===== src/dma_ext_pkg.sv =====
package dma_ext_pkg;
  localparam int NCH = 4;
  localparam int CNT_W = 24;
  localparam int AW = 8;
  // Register byte offsets
  localparam logic [7:0] OFS_CTRL = 8'h00;
  localparam logic [7:0] OFS_CNT = 8'h10;
  localparam logic [7:0] OFS_GLB = 8'h20;
  localparam logic [7:0] OFS_STAT = 8'h24;
  // Channel control fields
  localparam int F_EN = 0;
  localparam int F_DUAL = 1;
  localparam int F_BURST = 2;
  localparam int F_EDGE = 3;
  localparam int F_ACKWR = 4;
  localparam int F_BLK = 5;
  localparam int F_MEM = 8;
  localparam int CTL_W = 11;
  // Global control fields
  localparam int G_HS = 0;
  localparam int G_RR = 1;
  // Earliest start in bus clocks after detection
  localparam logic [2:0] LAT_LEVEL = 3'h4;
  localparam logic [2:0] LAT_EDGE = 3'h5;
  localparam logic [2:0] LAT_BLK = 3'h6;
  typedef enum logic [2:0] {
    mem_sram, mem_bcsram, mem_brom, mem_dram, mem_sdram, mem_pcmcia, mem_mpx
  } mem_t;
  typedef enum logic [1:0] {st_idle, st_wait, st_rd, st_wr} seq_t;

  // Channel may take external requests in its configured form
  function automatic logic ext_ok(input logic [1:0] ch, input logic hs,
                                  input logic dual, input logic [2:0] mem);
    logic ch_ok;
    logic mem_ok;
    ch_ok = hs | (ch < 2'h2);
    if (dual) begin
      mem_ok = (mem != 3'(mem_dram)) && (mem <= 3'(mem_mpx));
    end else if (hs) begin
      mem_ok = (mem == 3'(mem_sdram));
    end else begin
      mem_ok = (mem <= 3'(mem_sdram));
    end
    return ch_ok & mem_ok;
  endfunction
endpackage


===== src/dma_ext_req.sv =====
// The register offsets and register access over APB were chosen for this implementation.
`timescale 1ns/1ns
`default_nettype none
module dma_ext_req
  import dma_ext_pkg::*;
(
  input wire logic i_clk,
  input wire logic i_reset_n,
  input wire logic i_external_bus_clock,
  input wire logic [NCH-1:0] i_ext_transfer_request_n,
  input wire logic i_psel,
  input wire logic i_penable,
  input wire logic i_pwrite,
  input wire logic [AW-1:0] i_paddr,
  input wire logic [31:0] i_pwdata,
  output logic [31:0] o_prdata,
  output logic o_pready,
  output logic o_pslverr,
  output logic o_bsc_req,
  output logic [1:0] o_bsc_chan,
  output logic o_bsc_write,
  output logic o_bsc_single,
  input wire logic i_bsc_done,
  output logic o_bus_hold,
  output logic [NCH-1:0] o_transfer_ack_strobe,
  output logic [NCH-1:0] o_request_accepted_pulse
);
  logic ck1_q;
  logic ck2_q;
  logic ck3_q;
  logic bclk_en;
  logic [CTL_W-1:0] ctl_q [NCH];
  logic [CNT_W-1:0] cnt_q [NCH];
  logic [1:0] glb_q;
  logic [NCH-1:0] lvl;
  logic [NCH-1:0] edg;
  logic [NCH-1:0] elig;
  logic [NCH-1:0] det;
  logic [NCH-1:0] resamp;
  logic [NCH-1:0] pend_q;
  logic [NCH-1:0] samp_en_q;
  logic [NCH-1:0] acc_q;
  logic [NCH-1:0] ack_q;
  logic [NCH-1:0] ack_d;
  logic [NCH-1:0] cur_oh;
  seq_t st_q;
  logic [1:0] cur_q;
  logic [1:0] last_q;
  logic [2:0] wait_q;
  logic [1:0] age_q;
  logic done_q;
  logic hold_q;
  logic bsc_req_q;
  logic [1:0] gnt;
  logic any_req;
  logic [CTL_W-1:0] cc;
  logic c_dual;
  logic c_burst;
  logic c_edge;
  logic c_last;
  logic unit_end;
  logic keep_bus;
  logic [2:0] lat_pick;
  logic [CTL_W-1:0] gc;
  logic apb_setup;
  logic apb_wr;
  logic [AW-1:0] reg_ofs;
  logic [1:0] reg_ch;
  logic hit_ctrl;
  logic hit_cnt;
  logic hit_glb;
  logic hit_stat;
  logic [31:0] rd_mux;
  logic [31:0] prdata_q;
  logic pready_q;
  logic pslverr_q;

  // External bus clock: synchronise and find its rising edges
  always_ff @(posedge i_clk or negedge i_reset_n) begin
    if (!i_reset_n) begin
      ck1_q <= 1'b0;
      ck2_q <= 1'b0;
      ck3_q <= 1'b0;
    end else begin
      ck1_q <= i_external_bus_clock;
      ck2_q <= ck1_q;
      ck3_q <= ck2_q;
    end
  end
  assign bclk_en = ck2_q & ~ck3_q;

  // Request pin samplers, one per channel
  for (genvar g = 0; g < NCH; g++) begin : g_samp
    dma_req_sampler u_samp (
      .i_clk(i_clk),
      .i_reset_n(i_reset_n),
      .i_bclk_en(bclk_en),
      .i_req_n(i_ext_transfer_request_n[g]),
      .o_level(lvl[g]),
      .o_edge(edg[g])
    );
    assign elig[g] = ctl_q[g][F_EN] && (cnt_q[g] != '0) &&
      ext_ok(2'(g), glb_q[G_HS], ctl_q[g][F_DUAL], ctl_q[g][F_MEM +: 3]);
    assign det[g] = bclk_en & samp_en_q[g] & elig[g] &
      (ctl_q[g][F_EDGE] ? edg[g] : lvl[g]);
    assign cur_oh[g] = (cur_q == 2'(g)) && (st_q != st_idle);
  end

  // Current channel decode
  assign cc = ctl_q[cur_q];
  assign c_dual = cc[F_DUAL];
  assign c_burst = cc[F_BURST];
  assign c_edge = cc[F_EDGE];
  assign c_last = (cnt_q[cur_q] == CNT_W'(1));
  assign unit_end = bclk_en & done_q &
    ((st_q == st_wr) | ((st_q == st_rd) & ~c_dual));

  // Resampling point for the running channel
  always_comb begin
    resamp = '0;
    if (bclk_en && st_q != st_idle) begin
      if (!c_edge) begin
        if (c_dual) begin
          resamp[cur_q] = (st_q == st_wr) && (age_q == 2'h0);
        end else begin
          resamp[cur_q] = (st_q == st_rd) && (age_q == 2'h0);
        end
      end else if (!c_burst && c_dual) begin
        resamp[cur_q] = (st_q == st_rd) && done_q;
      end
    end
  end

  // Bus is kept between units only for bursts: edge bursts still owed data, level bursts while another channel is pending
  assign keep_bus = c_burst &
    (c_edge ? ~c_last : |(pend_q & elig & ~cur_oh));

  // Per-channel sampling gate, pending request and accepted pulse
  always_ff @(posedge i_clk or negedge i_reset_n) begin
    if (!i_reset_n) begin
      samp_en_q <= '1;
      pend_q <= '0;
      acc_q <= '0;
    end else begin
      for (int k = 0; k < NCH; k++) begin
        if (bclk_en) begin
          acc_q[k] <= det[k];
        end
        if (det[k]) begin
          samp_en_q[k] <= 1'b0;
        end else if (resamp[k] || !elig[k]) begin
          samp_en_q[k] <= 1'b1;
        end else if (bclk_en && acc_q[k] && ctl_q[k][F_EDGE] &&
                     !ctl_q[k][F_BURST] && !ctl_q[k][F_DUAL]) begin
          samp_en_q[k] <= 1'b1;
        end
        if (det[k]) begin
          pend_q[k] <= 1'b1;
        end else if (!elig[k]) begin
          pend_q[k] <= 1'b0;
        end else if (unit_end && cur_q == 2'(k) &&
                     !(c_burst && c_edge && !c_last)) begin
          pend_q[k] <= 1'b0;
        end
      end
    end
  end

  // Priority pick among pending channels
  dma_prio_arb u_arb (
    .i_req(pend_q & elig),
    .i_rr(glb_q[G_RR]),
    .i_last(last_q),
    .o_idx(gnt),
    .o_any(any_req)
  );

  // Earliest start depends on detection method and block size
  assign gc = ctl_q[gnt];
  assign lat_pick = gc[F_EDGE] ? LAT_EDGE :
    ((gc[F_BLK] & ~gc[F_DUAL]) ? LAT_BLK : LAT_LEVEL);

  // Transfer sequencer, stepped on bus clock edges
  always_ff @(posedge i_clk or negedge i_reset_n) begin
    if (!i_reset_n) begin
      st_q <= st_idle;
      cur_q <= 2'h0;
      last_q <= 2'h3;
      wait_q <= 3'h0;
      age_q <= 2'h0;
      hold_q <= 1'b0;
      bsc_req_q <= 1'b0;
    end else if (bclk_en) begin
      if (age_q != 2'h3) begin
        age_q <= 2'(age_q + 2'h1);
      end
      unique case (st_q)
        st_idle: begin
          if (any_req) begin
            cur_q <= gnt;
            age_q <= 2'h0;
            if (hold_q) begin
              st_q <= st_rd;
              bsc_req_q <= 1'b1;
            end else begin
              st_q <= st_wait;
              wait_q <= 3'(lat_pick - 3'h2);
              hold_q <= 1'b1;
            end
          end else begin
            hold_q <= 1'b0;
          end
        end
        st_wait: begin
          if (wait_q == 3'h0) begin
            st_q <= st_rd;
            age_q <= 2'h0;
            bsc_req_q <= 1'b1;
          end else begin
            wait_q <= 3'(wait_q - 3'h1);
          end
        end
        st_rd: begin
          if (done_q) begin
            age_q <= 2'h0;
            if (c_dual) begin
              st_q <= st_wr;
            end else begin
              st_q <= st_idle;
              bsc_req_q <= 1'b0;
              last_q <= cur_q;
              hold_q <= keep_bus;
            end
          end
        end
        st_wr: begin
          if (done_q) begin
            st_q <= st_idle;
            age_q <= 2'h0;
            bsc_req_q <= 1'b0;
            last_q <= cur_q;
            hold_q <= keep_bus;
          end
        end
      endcase
    end
  end

  // Bus state controller finished the cycle; held until the bus clock
  always_ff @(posedge i_clk or negedge i_reset_n) begin
    if (!i_reset_n) begin
      done_q <= 1'b0;
    end else if (i_bsc_done && bsc_req_q) begin
      done_q <= 1'b1;
    end else if (bclk_en) begin
      done_q <= 1'b0;
    end
  end

  // Acknowledge strobe follows the bus cycle of the running channel
  always_comb begin
    ack_d = '0;
    if (st_q == st_rd || st_q == st_wr) begin
      ack_d[cur_q] = ~c_dual | ((st_q == st_wr) == cc[F_ACKWR]);
    end
  end

  always_ff @(posedge i_clk or negedge i_reset_n) begin
    if (!i_reset_n) begin
      ack_q <= '0;
    end else begin
      ack_q <= ack_d;
    end
  end

  // Register decode
  assign apb_setup = i_psel & ~i_penable;
  assign apb_wr = i_psel & i_penable & i_pwrite & pready_q & ~pslverr_q;
  assign reg_ofs = {i_paddr[AW-1:4], 4'h0};
  assign reg_ch = i_paddr[3:2];
  assign hit_ctrl = (reg_ofs == OFS_CTRL) && (i_paddr[1:0] == 2'h0);
  assign hit_cnt = (reg_ofs == OFS_CNT) && (i_paddr[1:0] == 2'h0);
  assign hit_glb = (i_paddr == OFS_GLB);
  assign hit_stat = (i_paddr == OFS_STAT);
  assign rd_mux = hit_ctrl ? 32'(ctl_q[reg_ch]) :
    hit_cnt ? 32'(cnt_q[reg_ch]) :
    hit_glb ? 32'(glb_q) :
    hit_stat ? {16'h0, 2'(st_q), cur_q, 1'b0, hold_q, 2'h0, pend_q, samp_en_q} :
    32'h0;

  // Bus answer one cycle after setup, unmapped offsets flag an error
  always_ff @(posedge i_clk or negedge i_reset_n) begin
    if (!i_reset_n) begin
      pready_q <= 1'b0;
      pslverr_q <= 1'b0;
      prdata_q <= 32'h0;
    end else begin
      pready_q <= apb_setup;
      pslverr_q <= apb_setup & ~(hit_ctrl | hit_cnt | hit_glb | hit_stat);
      if (apb_setup) begin
        prdata_q <= rd_mux;
      end
    end
  end

  // Control registers; a finished unit counts down
  always_ff @(posedge i_clk or negedge i_reset_n) begin
    if (!i_reset_n) begin
      glb_q <= 2'h0;
      for (int k = 0; k < NCH; k++) begin
        ctl_q[k] <= '0;
        cnt_q[k] <= '0;
      end
    end else begin
      if (apb_wr && hit_glb) begin
        glb_q <= i_pwdata[1:0];
      end
      for (int k = 0; k < NCH; k++) begin
        if (apb_wr && hit_ctrl && reg_ch == 2'(k)) begin
          ctl_q[k] <= i_pwdata[CTL_W-1:0];
        end
        if (apb_wr && hit_cnt && reg_ch == 2'(k)) begin
          cnt_q[k] <= i_pwdata[CNT_W-1:0];
        end else if (unit_end && cur_q == 2'(k)) begin
          cnt_q[k] <= CNT_W'(cnt_q[k] - CNT_W'(1));
        end
      end
    end
  end

  assign o_prdata = prdata_q;
  assign o_pready = pready_q;
  assign o_pslverr = pslverr_q;
  assign o_bsc_req = bsc_req_q;
  assign o_bsc_chan = cur_q;
  assign o_bsc_write = (st_q == st_wr);
  assign o_bsc_single = ~c_dual;
  assign o_bus_hold = hold_q;
  assign o_transfer_ack_strobe = ack_q;
  assign o_request_accepted_pulse = acc_q;

  // Accepted pulse spans exactly one bus clock
  acc_width_a: assert property (@(posedge i_clk) disable iff (!i_reset_n)
    (bclk_en && acc_q[0]) |=> !acc_q[0])
    else $error("accepted pulse held past one bus clock");
  acc_cause_a: assert property (@(posedge i_clk) disable iff (!i_reset_n)
    $rose(acc_q[1]) |-> $past(det[1]))
    else $error("accepted pulse without detection");
  no_resample_a: assert property (@(posedge i_clk) disable iff (!i_reset_n)
    (st_q != st_idle && cur_oh[1] && ctl_q[1][F_BURST] && ctl_q[1][F_EDGE]
     && !c_last) |-> !det[1])
    else $error("edge burst sampled twice");
  early_start_a: assert property (@(posedge i_clk) disable iff (!i_reset_n)
    (st_q == st_idle && bclk_en && any_req && !hold_q) |=> st_q == st_wait)
    else $error("transfer skipped start latency");
  ack_single_a: assert property (@(posedge i_clk) disable iff (!i_reset_n)
    (st_q == st_rd && !c_dual) |=> ack_q[$past(cur_q)])
    else $error("no acknowledge in single cycle");
  ack_dual_a: assert property (@(posedge i_clk) disable iff (!i_reset_n)
    (st_q == st_wr && !cc[F_ACKWR]) |=> ack_q == '0)
    else $error("acknowledge in wrong dual cycle");
  steal_release_a: assert property (@(posedge i_clk) disable iff (!i_reset_n)
    (unit_end && !c_burst) |=> !hold_q)
    else $error("cycle steal kept the bus");
  hold_bsc_a: assert property (@(posedge i_clk) disable iff (!i_reset_n)
    bsc_req_q |-> hold_q)
    else $error("bus cycle without bus held");
  chan_gate_a: assert property (@(posedge i_clk) disable iff (!i_reset_n)
    (!glb_q[G_HS] && det[2]) |-> 1'b0)
    else $error("channel 2 accepted outside handshake mode");
endmodule // dma_ext_req
`default_nettype wire


===== src/dma_req_sampler.sv =====
`timescale 1ns/1ns
`default_nettype none
module dma_req_sampler
  import dma_ext_pkg::*;
(
  input wire logic i_clk,
  input wire logic i_reset_n,
  input wire logic i_bclk_en,
  input wire logic i_req_n,
  output logic o_level,
  output logic o_edge
);
  logic sync1_q;
  logic sync2_q;
  logic s1_q;
  logic s2_q;
  logic s3_q;

  // Pin synchroniser, then bus-clock sample pipeline
  always_ff @(posedge i_clk or negedge i_reset_n) begin
    if (!i_reset_n) begin
      sync1_q <= 1'b1;
      sync2_q <= 1'b1;
      s1_q <= 1'b1;
      s2_q <= 1'b1;
      s3_q <= 1'b1;
    end else begin
      sync1_q <= i_req_n;
      sync2_q <= sync1_q;
      if (i_bclk_en) begin
        s1_q <= sync2_q;
        s2_q <= s1_q;
        s3_q <= s2_q;
      end
    end
  end

  // Low level seen after one bus clock, falling edge after two
  assign o_level = ~s1_q;
  assign o_edge = ~s2_q & s3_q;

  edge_delay_a: assert property (@(posedge i_clk) disable iff (!i_reset_n)
    $rose(o_edge) |-> $past(~s1_q))
    else $error("edge seen without earlier low sample");
endmodule // dma_req_sampler
`default_nettype wire


===== src/dma_prio_arb.sv =====
`timescale 1ns/1ns
`default_nettype none
module dma_prio_arb
  import dma_ext_pkg::*;
(
  input wire logic [NCH-1:0] i_req,
  input wire logic i_rr,
  input wire logic [1:0] i_last,
  output logic [1:0] o_idx,
  output logic o_any
);
  logic [1:0] start;
  logic [1:0] idx;

  // Fixed starts at channel 0, round robin after the last served
  assign start = i_rr ? 2'(i_last + 2'h1) : 2'h0;

  always_comb begin
    idx = 2'h0;
    for (int k = NCH - 1; k >= 0; k--) begin
      if (i_req[2'(start + 2'(k))]) begin
        idx = 2'(start + 2'(k));
      end
    end
  end

  assign o_idx = idx;
  assign o_any = |i_req;
endmodule // dma_prio_arb
`default_nettype wire


===== config.mk =====
export PLATFORM = sky130hd
export DESIGN_NAME = dma_ext_req
export DESIGN_NICKNAME = d
export VERILOG_FILES = /design/src/dma_ext_pkg.sv /design/src/dma_ext_req.sv /design/src/dma_req_sampler.sv /design/src/dma_prio_arb.sv
export SDC_FILE = /design/constraint.sdc
export NUM_CORES = 1
export LEC_CHECK = 0
export BUFFER_PORTS_ARGS = -buffer_cell sky130_fd_sc_hd__clkbuf_2
export CELL_PAD_IN_SITES_DETAIL_PLACEMENT = 1
export CELL_PAD_IN_SITES_GLOBAL_PLACEMENT = 2
export CORE_ASPECT_RATIO = 1.2
export CORE_MARGIN = 8
export CORE_UTILIZATION = 35
export DETAILED_ROUTE_END_ITERATION = 12
export PLACE_DENSITY = 0.77
export SETUP_SLACK_MARGIN = 0.05
export SLEW_MARGIN = 30
export SYNTH_ARGS = -nofsm -noshare
export SYNTH_HDL_FRONTEND = slang
export SYNTH_SLANG_ARGS = --single-unit

===== constraint.sdc =====
create_clock -name i_clk -period 7.9 [get_ports i_clk]
set_input_delay 1.58 -clock i_clk [delete_from_list [all_inputs] [get_ports i_clk]]
set_output_delay 1.58 -clock i_clk [all_outputs]
set_load 0.02 [all_outputs]

==> metrics.yaml <==
yosys:
  synth_cells: 1236
  synth.ff_latch_count: 221
  largest_family_of_logic_cells_by_synthesized_area: "simple AND/OR/NAND/NOR gates"
  synth.distinct_cells: 70
  synth.top_cells.by_area: "sky130_fd_sc_hd__dfrtp_1 40%, sky130_fd_sc_hd__mux4_2 7.3%, sky130_fd_sc_hd__nand2_1 6.5%"
  synth_enable_flop_cells: 0
  muxShareOfSynthArea_pct: 12.1
  synth_async_sr_flop_share_pct: 100
  post-synth-top-count-cell: "sky130_fd_sc_hd__nand2_1"
  synthTopCellsByCount: "208 x sky130_fd_sc_hd__nand2_1, 195 x sky130_fd_sc_hd__dfrtp_1, 123 x sky130_fd_sc_hd__o21ai_0"
  synth.yosys.warnings: 0
  avgSynthCellArea_um2: 9.75
  synth_flop_cell: "sky130_fd_sc_hd__dfrtp_1"
  post-synth-top-area-fraction_pct: 40.5
  synth_adder_area_share_pct: 0.623
  synth_compound_gate_area_share_pct: 12.1
  synthesis.area_um2: 12000
  synth-xor-area-share_pct: 6.61
  yosys.area.top_type: "sky130_fd_sc_hd__dfrtp_1"
  yosysSeqAreaShare_pct: 46.2
  simple_gate_fraction_of_synth_area_pct: 19.1
floorplanning:
  die_x_um: 185
  dieArea_um2: 40600
  floorplan.core_area_um2: 34000
  floorplan.rows: 74
  num_io_pins: 99
  initial_core_util_pct: 35.5
  dieHeight_um: 219
detailed_routing:
  drcViolationCount: 0
  detail-route-antenna-nets: 0
  drt-wirelength-per-cell_um: 22.6
  route.final.wire_length_mm: 40.1
  detailedRoute.firstPassIterationCount: 4
  vias_per_cell: 5.48
  total_number_of_vias: 9736
  drt_first_iter_violations: 541
run_status:
  status: "complete, no violations"
timing:
  setup_total_negative_slack_ps: 0
  finalClockSkew_ps: 13.8
  final_period_minus_worst_setup_slack_ps: 4320
  final_hold_viol_count: 0
  grt_setup_unrepaired: "no"
  worstMarginPinSlew_ps: 897
  relSlewSlack_pct: 40.2
  achievable-frequency_ghz: 0.231
  final_setup_violation_count: 0
  final_max_slew_viol_count: 0
  finalCritPeriodShare_pct: 54.7
place:
  place_inst: 1728
  io_buffers: 82
  placed_wire_length_estimate_mm: 29.9
  post_dp_cell_area_um2: 13000
  place.gp.congestion: 0.892
cts:
  cts_root_buf: "sky130_fd_sc_hd__clkbuf_16"
  tritoncts.num_buffers: 27
  clkLatencyLatePin_ps: 530
  tritoncts_clock_tree: "done"
  cts-htree-levels: 1
  cts_num_sinks: 221
  cts-hold-fix-buffers: 0
  clock_path_buffers: 3
  setup_buffers_after_cts: 0
  register_clock_pin_slew_on_the_reported_worst_setup_and_hold_paths_ps: 60
  postCtsResizedCells: 0
grt:
  first_global_vias: 10500
  grt_start_max_net_pins: 84
  track_usage_pct: 20.0
  grt_first_pass_wirelength_mm: 62.9
  gr-total-overflow: 0
  grt_antenna_before_repair: 0
final_layout:
  antenna_cells: 0
  utilization_pct: 40.8
  multi_input_area_um2: 6150
  post_layout_nonfiller_instances: 1776
  finish.instance_area_um2: 13900
  final_layout_size_suffix_gt1_share_pct: 21.1
  synthToLayoutAreaGrowth_pct: 15.2
  fill_cells: 3917
  num-nets-final: 1358
  layout.area.seq_um2: 5560
power:
  power.leakage_uw: 0.00507
  clock_power_share_pct: 48.6
  combinationalPowerShare_pct: 5.0
  power_switching_share_pct: 23.3
  internal_power_uw: 1940
  power.share.sequential_pct: 46.4
  power_switching_uw: 590
  power_density_nw_per_um2: 182
  vdd_ir_drop_max_mv: 0.143
  total_power_uw: 2530
worst_hold_path:
  min-delay-path-class: "reg -> reg"
  min_delay_path_depth: 0
critical_path:
  start_kind: "flop"
  r2r.worst_path.cells: 10
  worstPathRequired_ps: 8320
  critical_path_class: "reg -> reg"
  worst_setup_path_end_kind: "flop"
  crit_arrival_ps: 4740
  worstPathMaxFanout: 12
flow_run:
  max_cap_viol: 0
-- state kept, by name, indices dropped and copies added, names as in the netlist, 3 cells and up --
register                  flops
cnt_q                        96
ctl_q                        44
o_prdata                     24
g_samp.u_samp.s1_q            4
g_samp.u_samp.s2_q            4
g_samp.u_samp.s3_q            4
g_samp.u_samp.sync1_q         4
g_samp.u_samp.sync2_q         4
o_request_accepted_pulse      4
o_transfer_ack_strobe         4
pend_q                        4
samp_en_q                     4
wait_q                        3
-- through the flow --
stage / hold WS [ps] / worst slack, ps
2_1_floorplan: 331 / 4370
3_3_place_gp: 344 / 3060
3_5_place_dp: 347 / 3140
4_1_cts: 356 / 3570
5_1_grt: 357 / 3470
6_report: 355 / 3580
-- logic make-up (layout without fill, tap and decap cells) --
family | count (synthesis) | after routing
other | 1 | 8
flip-flops | 221 | 221
AND/OR/NAND/NOR | 481 | 481
buffers and inverters | 96 | 173
AO/OA/AOI/OAI | 249 | 249
multiplexers | 91 | 91
adder cells (fa/ha/maj) | 6 | 6
XOR/XNOR | 91 | 91
-- final cells by class --
| type | count | share of cell area [%] |
|---|---|---|
| multi-input cells | 926 | 44.3 |
| flip-flops and latches | 221 | 40.1 |
| clock buffers | 39 | 5.34 |
| repair buffers | 101 | 4.60 |
| well taps | 456 | 4.11 |
| clock inverters | 9 | 0.884 |
| inverters | 24 | 0.649 |
-- cell usage in the layout (no fill, tap or decap), types with 13 or more instances in the layout --
cell type and n:
sky130_fd_sc_hd__a21oi_1 56, sky130_fd_sc_hd__buf_4 13, sky130_fd_sc_hd__clkbuf_16 27, sky130_fd_sc_hd__clkbuf_2 81, sky130_fd_sc_hd__dfrtp_1 195, sky130_fd_sc_hd__dfstp_2 26, sky130_fd_sc_hd__inv_1 23, sky130_fd_sc_hd__mux2_2 48
sky130_fd_sc_hd__mux4_2 39, sky130_fd_sc_hd__nand2_1 208, sky130_fd_sc_hd__nand3_1 25, sky130_fd_sc_hd__nor2_1 88, sky130_fd_sc_hd__nor3_1 32, sky130_fd_sc_hd__nor4_1 25, sky130_fd_sc_hd__o21ai_0 123, sky130_fd_sc_hd__or3_1 13
sky130_fd_sc_hd__or4_1 15, sky130_fd_sc_hd__xnor2_1 58, sky130_fd_sc_hd__xor2_1 33
-- critical path: stages (launching register included) --
cell and delay (ps):
sky130_fd_sc_hd__dfrtp_1 670, sky130_fd_sc_hd__buf_4 330, sky130_fd_sc_hd__mux4_2 490, sky130_fd_sc_hd__a2111oi_4 780, sky130_fd_sc_hd__nand3b_2 220, sky130_fd_sc_hd__or4_4 480
sky130_fd_sc_hd__or2_1 260, sky130_fd_sc_hd__or4_4 440, sky130_fd_sc_hd__nor3_2 210, sky130_fd_sc_hd__mux2i_1 230, sky130_fd_sc_hd__nand2_1 80
-- routing by layer --
metal | vias to the layer above | part of all wire (%) | global-route usage [%]
li1 | 4497 | - | -
met1 | 5009 | 42 | 24.8
met2 | 158 | 52 | 35.9
met3 | 72 | 3.1 | 2.25
met4 | 0 | 3.0 | 6.22
met5 | - | 0 | 0
-- power by group through the flow --
stage          logic, uW  registers, uW  clock network (uW)
2_1_floorplan       58.8           1190                   0
3_3_place_gp         127           1190                   0
3_5_place_dp         129           1200                   0
4_1_cts              129           1180                1270
5_1_grt              141           1180                1310
6_report             126           1180                1230
-- worst paths after layout --
kind / slack, ps / endpoint / start
hold / removal: 360 / g_samp[0].u_samp.sync2_q / g_samp[0].u_samp.sync1_q
setup reg to reg: 3580 / cnt_q[23] / o_bsc_chan[0]
max in group asynchronous: 5700 / ctl_q[22] / i_reset_n
hold reg to reg: 360 / g_samp[0].u_samp.sync2_q / g_samp[0].u_samp.sync1_q
min in group asynchronous: 1030 / ck1_q / i_reset_n
setup / recovery: 3580 / cnt_q[23] / o_bsc_chan[0]
Note: power is estimated with default switching activity, not from simulation.
